$ cat config.mk
export PLATFORM = sky130hd
export DESIGN_NAME = stt_core
export DESIGN_NICKNAME = d
export VERILOG_FILES = /design/src/shared/stt_pkg.sv /design/src/hw/stt_slot_decode.sv /design/src/hw/stt_fifo.sv /design/src/hw/stt_core.sv
export SDC_FILE = /design/constraint.sdc
export NUM_CORES = 1
export LEC_CHECK = 0
export ABC_CLOCK_PERIOD_IN_PS = 7500
export BUFFER_PORTS_ARGS = -buffer_cell sky130_fd_sc_hd__buf_4
export CAP_MARGIN = 20
export CORE_AREA = 2 2 162 164
export CTS_CLUSTER_DIAMETER = 150
export DETAILED_ROUTE_END_ITERATION = 7
export DIE_AREA = 0 0 164 166
export GPL_ROUTABILITY_DRIVEN = 1
export PLACE_DENSITY = 0.83
export SYNTH_ARGS = -nofsm -noshare
export SYNTH_HDL_FRONTEND = slang
export SYNTH_HIERARCHICAL = 1
export SYNTH_SLANG_ARGS = --single-unit
$ cat constraint.sdc
create_clock -name clk_sys_in -period 7.5 [get_ports clk_sys_in]
set_input_delay 0.75 -clock clk_sys_in [delete_from_list [all_inputs] [get_ports clk_sys_in]]
set_output_delay 0.75 -clock clk_sys_in [all_outputs]
set_load 0.01 [all_outputs]
$ cat src/shared/stt_pkg.sv
`default_nettype none
package stt_pkg;

  // Register addresses on the parallel port.
  localparam logic [7:0] ADDR_DATA_A = 8'h03;
  localparam logic [7:0] ADDR_DATA_B = 8'h04;
  localparam logic [7:0] ADDR_RX_A   = 8'h05;
  localparam logic [7:0] ADDR_RX_B   = 8'h06;
  localparam logic [7:0] ADDR_TX_A   = 8'h07;
  localparam logic [7:0] ADDR_TX_B   = 8'h08;
  localparam logic [7:0] ADDR_CTRL   = 8'h09;

  // Reset values and the read value of an unmapped address.
  localparam logic [7:0] REG_RESET   = 8'h00;
  localparam logic [7:0] CTRL_RESET  = 8'h00;
  localparam logic [7:0] READ_NONE   = 8'h00;

  // Field positions.
  localparam int IFSEL_BIT     = 7;
  localparam int CTRL_EN_LSB   = 6;
  localparam int CTRL_TYPE_W   = 3;
  localparam int SERIAL_PORTS  = 8;
  localparam int NUM_CHAN      = 2;
  localparam int NUM_IFACE     = 2;

  // Interface select values.
  localparam logic IF_PCM = 1'b0;
  localparam logic IF_SUB = 1'b1;

  // Port and slot layout modes of an address.
  localparam logic [1:0] MODE_0 = 2'h0;
  localparam logic [1:0] MODE_1 = 2'h1;
  localparam logic [1:0] MODE_2 = 2'h2;
  localparam logic [1:0] MODE_3 = 2'h3;

  // Channel type codes.
  localparam logic [2:0] TYPE_NONE   = 3'h0;
  localparam logic [2:0] TYPE_64K    = 3'h1;
  localparam logic [2:0] TYPE_32K_LO = 3'h2;
  localparam logic [2:0] TYPE_32K_HI = 3'h3;
  localparam logic [2:0] TYPE_16K_0  = 3'h4;
  localparam logic [2:0] TYPE_16K_1  = 3'h5;
  localparam logic [2:0] TYPE_16K_2  = 3'h6;
  localparam logic [2:0] TYPE_16K_3  = 3'h7;

  // Bit masks of the time slot bits moved per type.
  localparam logic [7:0] MASK_FULL = 8'hFF;
  localparam logic [7:0] MASK_LO4  = 8'h0F;
  localparam logic [7:0] MASK_HI4  = 8'hF0;
  localparam logic [7:0] MASK_P0   = 8'h03;
  localparam logic [7:0] MASK_P1   = 8'h0C;
  localparam logic [7:0] MASK_P2   = 8'h30;
  localparam logic [7:0] MASK_P3   = 8'hC0;
  localparam logic [7:0] MASK_NONE = 8'h00;

  // Last bit of a slot, counted from the first bit on the line.
  localparam logic [2:0] LAST_BIT  = 3'h7;

  // Received byte handed to the read side.
  typedef struct packed {
    logic       chan;
    logic [7:0] data;
  } stt_rx_word_t;

  // Timing and receive data of one serial highway.
  typedef struct packed {
    logic       frame;
    logic       bit_stb;
    logic [7:0] rxd;
  } stt_hwy_in_t;

  function automatic logic [7:0] type_mask(input logic [2:0] t);
    logic [7:0] m;
    m = MASK_NONE;
    case (t)
      TYPE_64K:    m = MASK_FULL;
      TYPE_32K_LO: m = MASK_LO4;
      TYPE_32K_HI: m = MASK_HI4;
      TYPE_16K_0:  m = MASK_P0;
      TYPE_16K_1:  m = MASK_P1;
      TYPE_16K_2:  m = MASK_P2;
      TYPE_16K_3:  m = MASK_P3;
      default:     m = MASK_NONE;
    endcase
    return m;
  endfunction

endpackage
`default_nettype wire

$ cat src/hw/stt_slot_decode.sv
`timescale 1ns/1ns
`default_nettype none
module stt_slot_decode (
  // Address field and layout mode.
  input  wire logic [6:0] addr_in,
  input  wire logic [1:0] mode_in,
  // Decoded port and time slot.
  output logic      [2:0] port_out,
  output logic      [6:0] slot_out
);

  // Splits the seven address bits into logical port and time slot.
  always_comb begin
    port_out = 3'h0;
    slot_out = 7'h00;
    unique case (mode_in)
      stt_pkg::MODE_0: begin
        port_out = {1'b0, addr_in[2:1]};
        slot_out = {2'b00, addr_in[6:3], addr_in[0]};
      end
      stt_pkg::MODE_1: begin
        port_out = {2'b00, addr_in[1]};
        slot_out = {1'b0, addr_in[6:3], addr_in[2], addr_in[0]};
      end
      stt_pkg::MODE_2: begin
        port_out = 3'h0;
        slot_out = addr_in;
      end
      stt_pkg::MODE_3: begin
        port_out = addr_in[3:1];
        slot_out = {3'b000, addr_in[6:4], addr_in[0]};
      end
    endcase
  end

endmodule
`default_nettype wire

$ cat src/hw/stt_fifo.sv
`timescale 1ns/1ns
`default_nettype none
module stt_fifo #(
  parameter int WIDTH = 9,
  parameter int DEPTH = 16
) (
  // Clock and reset.
  input  wire logic             clk_sys_in,
  input  wire logic             rstn_in,
  // Fill side.
  input  wire logic             in_valid_in,
  output logic                  in_ready_out,
  input  wire logic [WIDTH-1:0] in_data_in,
  // Drain side.
  output logic                  out_valid_out,
  input  wire logic             out_ready_in,
  output logic      [WIDTH-1:0] out_data_out
);

  localparam int AW = $clog2(DEPTH);

  logic [WIDTH-1:0] mem [DEPTH];
  logic [AW:0]      wr_ptr_reg;
  logic [AW:0]      rd_ptr_reg;
  logic             full;
  logic             empty;
  logic             push;
  logic             pop;

  // Pointers carry one wrap bit so full and empty differ.
  assign empty         = (wr_ptr_reg == rd_ptr_reg);
  assign full          = (wr_ptr_reg[AW] != rd_ptr_reg[AW]) &&
                         (wr_ptr_reg[AW-1:0] == rd_ptr_reg[AW-1:0]);
  assign in_ready_out  = !full;
  assign out_valid_out = !empty;
  assign out_data_out  = mem[rd_ptr_reg[AW-1:0]];
  assign push          = in_valid_in && !full;
  assign pop           = out_ready_in && !empty;

  // Storage array, written on each accepted word.
  always_ff @(posedge clk_sys_in) begin
    if (push) begin
      mem[wr_ptr_reg[AW-1:0]] <= in_data_in;
    end
  end

  // Write and read pointers.
  always_ff @(posedge clk_sys_in or negedge rstn_in) begin
    if (!rstn_in) begin
      wr_ptr_reg <= '0;
      rd_ptr_reg <= '0;
    end else begin
      if (push) begin
        wr_ptr_reg <= wr_ptr_reg + 1'b1;
      end
      if (pop) begin
        rd_ptr_reg <= rd_ptr_reg + 1'b1;
      end
    end
  end

  a_fifo_no_overrun: assert property (@(posedge clk_sys_in) disable iff (!rstn_in)
    full |=> !empty && (wr_ptr_reg == $past(wr_ptr_reg)))
    else $error("FIFO accepted a word while full.");

endmodule
`default_nettype wire

$ cat src/hw/stt_core.sv
`timescale 1ns/1ns
`default_nettype none
module stt_core (
  // Clock and reset.
  input  wire logic                clk_sys_in,
  input  wire logic                rstn_in,
  // Parallel register port.
  input  wire logic [7:0]          cpu_addr_in,
  input  wire logic                cpu_wr_in,
  input  wire logic                cpu_rd_in,
  input  wire logic [7:0]          cpu_wdata_in,
  output logic      [7:0]          cpu_rdata_out,
  // Layout modes of both highways.
  input  wire logic [1:0]          pcm_mode_in,
  input  wire logic [1:0]          sub_mode_in,
  // Serial highways.
  input  wire stt_pkg::stt_hwy_in_t pcm_in,
  input  wire stt_pkg::stt_hwy_in_t sub_in,
  output logic      [7:0]          pcm_txd_out,
  output logic      [7:0]          pcm_txen_out,
  output logic      [7:0]          sub_txd_out,
  output logic      [7:0]          sub_txen_out,
  // Status.
  output logic                     mem_busy_out
);

  localparam int NC = stt_pkg::NUM_CHAN;
  localparam int NI = stt_pkg::NUM_IFACE;

  stt_pkg::stt_hwy_in_t hwy [NI];
  logic [1:0]           mode [NI];
  logic [2:0]           bit_cnt_reg [NI];
  logic [6:0]           slot_cnt_reg [NI];
  logic [7:0]           ctrl_reg;
  logic [7:0]           rx_addr_reg [NC];
  logic [7:0]           tx_addr_reg [NC];
  logic [7:0]           tx_buf_reg [NC];
  logic [7:0]           rx_buf_reg [NC];
  logic [7:0]           rx_sh_reg [NC];
  logic [7:0]           rx_sh_next [NC];
  logic [7:0]           cap_data [NC];
  logic [7:0]           pend_data_reg [NC];
  logic [NC-1:0]        pend_reg;
  logic [NC-1:0]        cap;
  logic [NC-1:0]        rx_hit;
  logic [NC-1:0]        tx_hit;
  logic [NC-1:0]        tx_on;
  logic [NC-1:0]        tx_val;
  logic [NC-1:0]        tx_if;
  logic [2:0]           tx_port [NC];
  logic [NC-1:0]        accept;
  logic [7:0]           txd_next [NI];
  logic [7:0]           txen_next [NI];
  logic [7:0]           txd_reg [NI];
  logic [7:0]           txen_reg [NI];
  stt_pkg::stt_rx_word_t fifo_in;
  stt_pkg::stt_rx_word_t fifo_out;
  logic                 fifo_in_valid;
  logic                 fifo_in_ready;
  logic                 fifo_out_valid;
  logic                 fifo_out_ready;
  logic                 pop;

  assign hwy[stt_pkg::IF_PCM]  = pcm_in;
  assign hwy[stt_pkg::IF_SUB]  = sub_in;
  assign mode[stt_pkg::IF_PCM] = pcm_mode_in;
  assign mode[stt_pkg::IF_SUB] = sub_mode_in;

  // Bit and slot position of each highway, restarted by its frame pulse.
  for (genvar g = 0; g < NI; g++) begin : g_pos
    always_ff @(posedge clk_sys_in or negedge rstn_in) begin
      if (!rstn_in) begin
        bit_cnt_reg[g]  <= 3'h0;
        slot_cnt_reg[g] <= 7'h00;
      end else if (hwy[g].frame) begin
        bit_cnt_reg[g]  <= 3'h0;
        slot_cnt_reg[g] <= 7'h00;
      end else if (hwy[g].bit_stb) begin
        bit_cnt_reg[g] <= bit_cnt_reg[g] + 3'h1;
        if (bit_cnt_reg[g] == stt_pkg::LAST_BIT) begin
          slot_cnt_reg[g] <= slot_cnt_reg[g] + 7'h01;
        end
      end
    end

    a_frame_restart: assert property (@(posedge clk_sys_in) disable iff (!rstn_in)
      hwy[g].frame |=> (bit_cnt_reg[g] == 3'h0) && (slot_cnt_reg[g] == 7'h00))
      else $error("Frame pulse did not restart the slot position.");
  end

  // Control register: enables and channel types.
  always_ff @(posedge clk_sys_in or negedge rstn_in) begin
    if (!rstn_in) begin
      ctrl_reg <= stt_pkg::CTRL_RESET;
    end else if (cpu_wr_in && cpu_addr_in == stt_pkg::ADDR_CTRL) begin
      ctrl_reg <= cpu_wdata_in;
    end
  end

  // Per channel: addresses, buffers, receive capture and transmit select.
  for (genvar c = 0; c < NC; c++) begin : g_chan
    localparam logic [7:0] A_DATA = (c == 0) ? stt_pkg::ADDR_DATA_A : stt_pkg::ADDR_DATA_B;
    localparam logic [7:0] A_RX   = (c == 0) ? stt_pkg::ADDR_RX_A : stt_pkg::ADDR_RX_B;
    localparam logic [7:0] A_TX   = (c == 0) ? stt_pkg::ADDR_TX_A : stt_pkg::ADDR_TX_B;
    logic       en;
    logic [2:0] typ;
    logic       rx_if;
    logic [2:0] rx_port;
    logic [6:0] rx_slot;
    logic [6:0] tx_slot;
    logic [7:0] rx_mask;
    logic [7:0] tx_mask;
    logic [2:0] rx_pos;
    logic [2:0] tx_pos;
    logic       rx_stb;

    assign en    = ctrl_reg[stt_pkg::CTRL_EN_LSB + c];
    assign typ   = ctrl_reg[stt_pkg::CTRL_TYPE_W * c +: stt_pkg::CTRL_TYPE_W];
    assign rx_if = rx_addr_reg[c][stt_pkg::IFSEL_BIT];
    assign tx_if[c] = tx_addr_reg[c][stt_pkg::IFSEL_BIT];

    // Receive and transmit addresses share the port and slot split.
    stt_slot_decode u_rx_dec (
      .addr_in  (rx_addr_reg[c][6:0]),
      .mode_in  (mode[rx_if]),
      .port_out (rx_port),
      .slot_out (rx_slot)
    );
    stt_slot_decode u_tx_dec (
      .addr_in  (tx_addr_reg[c][6:0]),
      .mode_in  (mode[tx_if[c]]),
      .port_out (tx_port[c]),
      .slot_out (tx_slot)
    );

    // Subscriber slots always move the whole byte.
    assign rx_mask = (rx_if == stt_pkg::IF_SUB) ? stt_pkg::MASK_FULL
                                                : stt_pkg::type_mask(typ);
    assign tx_mask = (tx_if[c] == stt_pkg::IF_SUB) ? stt_pkg::MASK_FULL
                                                 : stt_pkg::type_mask(typ);
    // The first bit on the line is buffer bit 7.
    assign rx_pos  = ~bit_cnt_reg[rx_if];
    assign tx_pos  = ~bit_cnt_reg[tx_if[c]];

    // A pending capture stalls further capture until the FIFO takes it.
    assign rx_hit[c] = en && !pend_reg[c] && (slot_cnt_reg[rx_if] == rx_slot);
    assign rx_stb    = rx_hit[c] && hwy[rx_if].bit_stb && !hwy[rx_if].frame;
    assign cap[c]    = rx_stb && (bit_cnt_reg[rx_if] == stt_pkg::LAST_BIT);
    assign tx_hit[c] = en && (slot_cnt_reg[tx_if[c]] == tx_slot);
    assign tx_on[c]  = tx_hit[c] && tx_mask[tx_pos];
    assign tx_val[c] = tx_buf_reg[c][tx_pos];

    // Shift register of the bit taken in this cycle.
    always_comb begin
      rx_sh_next[c] = rx_sh_reg[c];
      if (rx_stb && rx_mask[rx_pos]) begin
        rx_sh_next[c][rx_pos] = hwy[rx_if].rxd[rx_port];
      end
    end
    // Bits outside the sub-slot keep their previous received value.
    assign cap_data[c] = (rx_buf_reg[c] & ~rx_mask) | (rx_sh_next[c] & rx_mask);

    always_ff @(posedge clk_sys_in or negedge rstn_in) begin
      if (!rstn_in) begin
        rx_sh_reg[c] <= stt_pkg::REG_RESET;
      end else begin
        rx_sh_reg[c] <= rx_sh_next[c];
      end
    end

    // Completed slot waits here until the FIFO accepts it.
    always_ff @(posedge clk_sys_in or negedge rstn_in) begin
      if (!rstn_in) begin
        pend_reg[c]      <= 1'b0;
        pend_data_reg[c] <= stt_pkg::REG_RESET;
      end else if (cap[c]) begin
        pend_reg[c]      <= 1'b1;
        pend_data_reg[c] <= cap_data[c];
      end else if (accept[c]) begin
        pend_reg[c] <= 1'b0;
      end
    end

    // Software registers of the channel; a data write fills only the transmit byte.
    always_ff @(posedge clk_sys_in or negedge rstn_in) begin
      if (!rstn_in) begin
        rx_addr_reg[c] <= stt_pkg::REG_RESET;
        tx_addr_reg[c] <= stt_pkg::REG_RESET;
        tx_buf_reg[c]  <= stt_pkg::REG_RESET;
      end else if (cpu_wr_in) begin
        if (cpu_addr_in == A_RX) begin
          rx_addr_reg[c] <= cpu_wdata_in;
        end
        if (cpu_addr_in == A_TX) begin
          tx_addr_reg[c] <= cpu_wdata_in;
        end
        if (cpu_addr_in == A_DATA) begin
          tx_buf_reg[c] <= cpu_wdata_in;
        end
      end
    end

    a_capture_held: assert property (@(posedge clk_sys_in) disable iff (!rstn_in)
      cap[c] |=> pend_reg[c] && (pend_data_reg[c] == $past(cap_data[c])))
      else $error("Completed slot was not held for the FIFO.");

    a_type_zero_idle: assert property (@(posedge clk_sys_in) disable iff (!rstn_in)
      (typ == stt_pkg::TYPE_NONE && tx_if[c] == stt_pkg::IF_PCM) |-> !tx_on[c])
      else $error("Channel with type zero drove a PCM bit.");

    a_write_separate: assert property (@(posedge clk_sys_in) disable iff (!rstn_in)
      (cpu_wr_in && cpu_addr_in == A_DATA && !pop)
      |=> (tx_buf_reg[c] == $past(cpu_wdata_in)) && (rx_buf_reg[c] == $past(rx_buf_reg[c])))
      else $error("Data write disturbed the received byte.");
  end

  // Channel A takes the FIFO first when both have a byte waiting.
  assign fifo_in_valid = |pend_reg;
  assign fifo_in.chan  = !pend_reg[0];
  assign fifo_in.data  = pend_reg[0] ? pend_data_reg[0] : pend_data_reg[1];
  assign accept[0]     = fifo_in_ready && pend_reg[0];
  assign accept[1]     = fifo_in_ready && pend_reg[1] && !pend_reg[0];

  stt_fifo #(
    .WIDTH ($bits(stt_pkg::stt_rx_word_t)),
    .DEPTH (16)
  ) u_rx_fifo (
    .clk_sys_in    (clk_sys_in),
    .rstn_in       (rstn_in),
    .in_valid_in   (fifo_in_valid),
    .in_ready_out  (fifo_in_ready),
    .in_data_in    (fifo_in),
    .out_valid_out (fifo_out_valid),
    .out_ready_in  (fifo_out_ready),
    .out_data_out  (fifo_out)
  );

  // A register read stalls the drain so the byte cannot change under it.
  assign fifo_out_ready = !cpu_rd_in;
  assign pop            = fifo_out_valid && fifo_out_ready;

  // Received bytes become readable in their channel's data buffer.
  always_ff @(posedge clk_sys_in or negedge rstn_in) begin
    if (!rstn_in) begin
      rx_buf_reg[0] <= stt_pkg::REG_RESET;
      rx_buf_reg[1] <= stt_pkg::REG_RESET;
    end else if (pop) begin
      rx_buf_reg[fifo_out.chan] <= fifo_out.data;
    end
  end

  // Transmit bit of every port; channel A wins a shared port and slot.
  always_comb begin
    for (int g = 0; g < NI; g++) begin
      txd_next[g]  = 8'h00;
      txen_next[g] = 8'h00;
    end
    for (int c = NC - 1; c >= 0; c--) begin
      if (tx_on[c]) begin
        txd_next[tx_if[c]][tx_port[c]]  = tx_val[c];
        txen_next[tx_if[c]][tx_port[c]] = 1'b1;
      end
    end
  end

  always_ff @(posedge clk_sys_in or negedge rstn_in) begin
    if (!rstn_in) begin
      for (int g = 0; g < NI; g++) begin
        txd_reg[g]  <= 8'h00;
        txen_reg[g] <= 8'h00;
      end
    end else begin
      for (int g = 0; g < NI; g++) begin
        txd_reg[g]  <= txd_next[g];
        txen_reg[g] <= txen_next[g];
      end
    end
  end

  assign pcm_txd_out  = txd_reg[stt_pkg::IF_PCM];
  assign pcm_txen_out = txen_reg[stt_pkg::IF_PCM];
  assign sub_txd_out  = txd_reg[stt_pkg::IF_SUB];
  assign sub_txen_out = txen_reg[stt_pkg::IF_SUB];

  // Busy while a selected slot is on the line or a byte is in flight.
  always_ff @(posedge clk_sys_in or negedge rstn_in) begin
    if (!rstn_in) begin
      mem_busy_out <= 1'b0;
    end else begin
      mem_busy_out <= (|rx_hit) || (|tx_hit) || (|pend_reg) || fifo_out_valid;
    end
  end

  // Register read data, captured on the read strobe.
  always_ff @(posedge clk_sys_in or negedge rstn_in) begin
    if (!rstn_in) begin
      cpu_rdata_out <= stt_pkg::READ_NONE;
    end else if (cpu_rd_in) begin
      case (cpu_addr_in)
        stt_pkg::ADDR_DATA_A: cpu_rdata_out <= rx_buf_reg[0];
        stt_pkg::ADDR_DATA_B: cpu_rdata_out <= rx_buf_reg[1];
        stt_pkg::ADDR_RX_A:   cpu_rdata_out <= rx_addr_reg[0];
        stt_pkg::ADDR_RX_B:   cpu_rdata_out <= rx_addr_reg[1];
        stt_pkg::ADDR_TX_A:   cpu_rdata_out <= tx_addr_reg[0];
        stt_pkg::ADDR_TX_B:   cpu_rdata_out <= tx_addr_reg[1];
        stt_pkg::ADDR_CTRL:   cpu_rdata_out <= ctrl_reg;
        default:              cpu_rdata_out <= stt_pkg::READ_NONE;
      endcase
    end
  end

  a_disabled_quiet: assert property (@(posedge clk_sys_in) disable iff (!rstn_in)
    (ctrl_reg[7:6] == 2'b00) [*2] |-> (txen_reg[0] == 8'h00) && (txen_reg[1] == 8'h00))
    else $error("Disabled channels drove a highway.");

  a_tx_a_drive: assert property (@(posedge clk_sys_in) disable iff (!rstn_in)
    tx_on[0] |=> txen_reg[$past(tx_if[0])][$past(tx_port[0])]
             && (txd_reg[$past(tx_if[0])][$past(tx_port[0])] == $past(tx_val[0])))
    else $error("Channel A bit not driven on its slot.");

  a_busy_pending: assert property (@(posedge clk_sys_in) disable iff (!rstn_in)
    (pend_reg != 2'b00) |=> mem_busy_out)
    else $error("Busy flag low while a transfer was pending.");

  a_drain_buffer: assert property (@(posedge clk_sys_in) disable iff (!rstn_in)
    pop |=> rx_buf_reg[$past(fifo_out.chan)] == $past(fifo_out.data))
    else $error("Drained byte did not reach its data buffer.");

  a_decode_mode3: assert property (@(posedge clk_sys_in) disable iff (!rstn_in)
    (mode[tx_if[1]] == stt_pkg::MODE_3) |-> (tx_port[1] == tx_addr_reg[1][3:1]))
    else $error("Mode 3 port field decoded wrongly.");

  a_read_ctrl: assert property (@(posedge clk_sys_in) disable iff (!rstn_in)
    (cpu_rd_in && cpu_addr_in == stt_pkg::ADDR_CTRL) |=> cpu_rdata_out == $past(ctrl_reg))
    else $error("Control register read returned the wrong value.");

endmodule
`default_nettype wire

==> summary.md <==
| Metric | Value |
|---|---|
| Clock root buffer | clkbuf_16 |
| Layout cells sized above 1 | 0.254 |
| Post-CTS sizing | 0 |
| Highest cell delay on the worst timing path | 880 ps |
| EDFF count, synth | 144 |
| Multi-input gate area | 7030 sq um |
| RSZ-0062 raised after global routing | no |
| Synth Register Bits | 320 |
| TritonCTS clock tree | built |
| Sequential cell area | 8730 sq um |
| Critical-path top delay cell | dfrtp_1 |
| Clock Pin Slew Worst Setup and Hold Paths | 60 ps |
| Crit path capture type | register |
| P_int | 3090 uW |
| CP cell instances | mux2_2 -> mux4_1 -> xor2_1 -> nand4_1 -> nor2_1 -> o2111ai_1 -> nor3_1 -> mux2i_1 |
| Grt ovf | 0 |
| CP max FO | 18 |
| I/O Pins | 85 |
| Drt first pass iters | 7 |
| Switch share | 0.279 |
| CP Launch Type | register |
| CP required | 7970 ps |
| Port Buffers | 84 |
| Clk pwr share | 0.356 |
| Main synth FF type | dfrtp_1 |
| Netlist Area Pre-Place | 16,300 sq um |
| Status | completed |
| Tmin final | 3950 ps |
| Die area | 27,200 sq um |
| Height of the die | 166 microns |
| Max_cap viols | 0 |
| Synth cell types | 78 |
| DP HPWL | 28,000 microns |
| Clock Latency Late Sink | 580 ps |
| CTS Buffer Depth | 3 |
| Clock skew | 14.2 ps |
| Post-route DRC | 0 |
| Initial Utilization | 0.636 |
| Post-Synthesis Cells | 1,239 |
| Synthesized net count | 1,294 |
| Layout area overhead | 10.6% |
| CTS sink cnt | 320 |
| First DRT Iteration DRCs | 1,187 |
| Most frequent cells in the layout | dfrtp_1 (174), edfxtp_1 (144), mux2_2 (104) |
| Average cell area after synthesis | 13.1 sq um |
| LEAKAGE | 0.00685 uW |
| Core Area | 25,600 sq um |
| Hold Buf Count CTS | 0 |
| DIE WIDTH | 164 microns |
| Number of global-route vias before repair | 10,800 |
| H-tree Lvls | 1 |
| First-pass GRT wire length | 63,100 microns |
| Fillers | 1,721 |
| Final setup fails | 0 |
| Combinational power share | 0.169 |
| Async S/R FF share, synth | 0.550 |
| Period utilization | 0.526 |
| Routed Antenna Nets | 0 |
| TritonCTS buffer count | 31 |
| Vias per std cell | 6.69 |
| Final nets | 1,340 |
| Hold Crit Class | in2async |
| Routed len/inst | 24.5 microns |
| Max Freq | 0.253 GHz |
| Hold Vio Cnt, Final | 0 |
| Slew Viols, Final | 0 |
| Flop pwr share | 0.476 |
| Gp weighted congestion | 0.946 |
| Overall Power | 4290 uW |
| Largest net degree at the start of global routing | 119 |
| Post-synthesis sequential area ratio | 0.536 |
| Max FFs per register | 144 |
| Via count | 11,000 |
| Post-CTS Setup Bufs | 0 |
| Switching power | 1200 uW |
| Worst EP arrival | 4420 ps |
| Worst setup path class | reg2reg |
| Global Route Usage Sum | 0.305 |
| Least-Margin Pin Slew | 1160 ps |
| Commonest non-fill, non-tap cell in the layout | dfrtp_1 |
| Pwr/cell area | 238 nW/um^2 |
| Synth Warn # | 6 |
| Num rows | 59 |
| Rel. slew slack | 0.221 |
| Core Util, Final | 0.703 |
| Antenna fix cells | 0 |
| Hold Slack | 147 ps |
| Setup TNS Final | 0 ps |
| Initial antenna violation count | 0 |
| Routed WL | 40,300 microns |
| VDD IR-drop max | 0.000259 V |
==> power groups by stage <==
| stage | Combinational (uW) | Sequential [uW] | Clock [uW] |
|---|---|---|---|
| after detailed placement | 712 | 2070 | 0 |
| after floorplan | 586 | 1980 | 0 |
| after global placement | 693 | 2060 | 0 |
| after CTS | 720 | 2030 | 1540 |
| final | 725 | 2040 | 1530 |
| after global routing | 783 | 2050 | 1620 |
==> metal layers <==
metal / vias up / GRT usage / part of all wire
met5: - / 0 / 0
met4: 0 / 0.0912 / 0.031
met3: 96 / 0.0544 / 0.095
met2: 596 / 0.453 / 0.46
met1: 5545 / 0.469 / 0.42
li1: 4765 / - / -
==> critical path: cells and delay by family (launching register included) <==
| family | cells | cell delay [ps] |
|---|---|---|
| multiplexers | 3 | 1350 |
| XOR/XNOR | 1 | 160 |
| AND/OR/NAND/NOR | 3 | 900 |
| flip-flops | 1 | 880 |
| AO/OA/AOI/OAI | 1 | 540 |
==> synth_stat cells (all sizes together) (15+ instances only) <==
master,number,share of area
and3,15,0.0063
inv,33,0.0076
nor3,25,0.0083
xor2,31,0.017
nand2,63,0.015
o21ai,48,0.015
clkbuf,37,0.0086
edfxtp,144,0.27
a21oi,22,0.0068
mux4,60,0.084
mux2,106,0.074
buf,42,0.018
xnor2,25,0.013
nor2,67,0.015
mux2i,104,0.064
nand2b,19,0.0073
dfrtp,176,0.27
==> area by class of cell <==
type	count	area share
Sequential cell	320	0.485
Inverter	34	0.00709
Tap cell	335	0.0233
Multi-Input combinational cell	806	0.390
Clock inverter	12	0.00757
Clock buffer	45	0.0477
Timing Repair Buffer	92	0.0395
==> worst paths after layout <==
kind                            depth (start not counted)  slack (ps)                      endpoint                    startpoint
worst max-delay path                                    8        3550      pcm_txd_out[5]$_DFF_PN0_   tx_addr_reg[15]$_DFFE_PN0P_
worst min-delay path                                    1         150       pend_reg[1]$_DFFE_PN0P_                       rstn_in
worst max register to register                          8        3550      pcm_txd_out[5]$_DFF_PN0_   tx_addr_reg[15]$_DFFE_PN0P_
worst min register to register                          2         490  pend_data_reg[7]$_DFFE_PN0P_  pend_data_reg[7]$_DFFE_PN0P_
max in group asynchronous                               3        5850     rx_buf_reg[7]$_DFFE_PN0P_                       rstn_in
min in group clk_sys_in                                 2         450  slot_cnt_reg[10]$_DFFE_PN0P_                     pcm_in[9]
==> metrics by stage <==
step / cell area, sq um / std cells / worst slack, ps
5_1_grt: 18000 / 1644 / 3490
2_1_floorplan: 16300 / 1239 / 3900
6_report: 18000 / 1644 / 3550
3_5_place_dp: 17000 / 1585 / 3810
4_1_cts: 18000 / 1642 / 3730
3_3_place_gp: 17000 / 1585 / 3930
==> logic make-up after synthesis <==
logic type,Yosys count,share of synthesized area
AO/OA/AOI/OAI,177,0.0735
adder cells (fa/ha/maj),11,0.00845
AND/OR/NAND/NOR,292,0.0963
flip-flops,320,0.536
XOR/XNOR,56,0.0301
multiplexers,270,0.222
buffers and inverters,113,0.0342
Note: power is estimated with default switching activity, not from simulation.
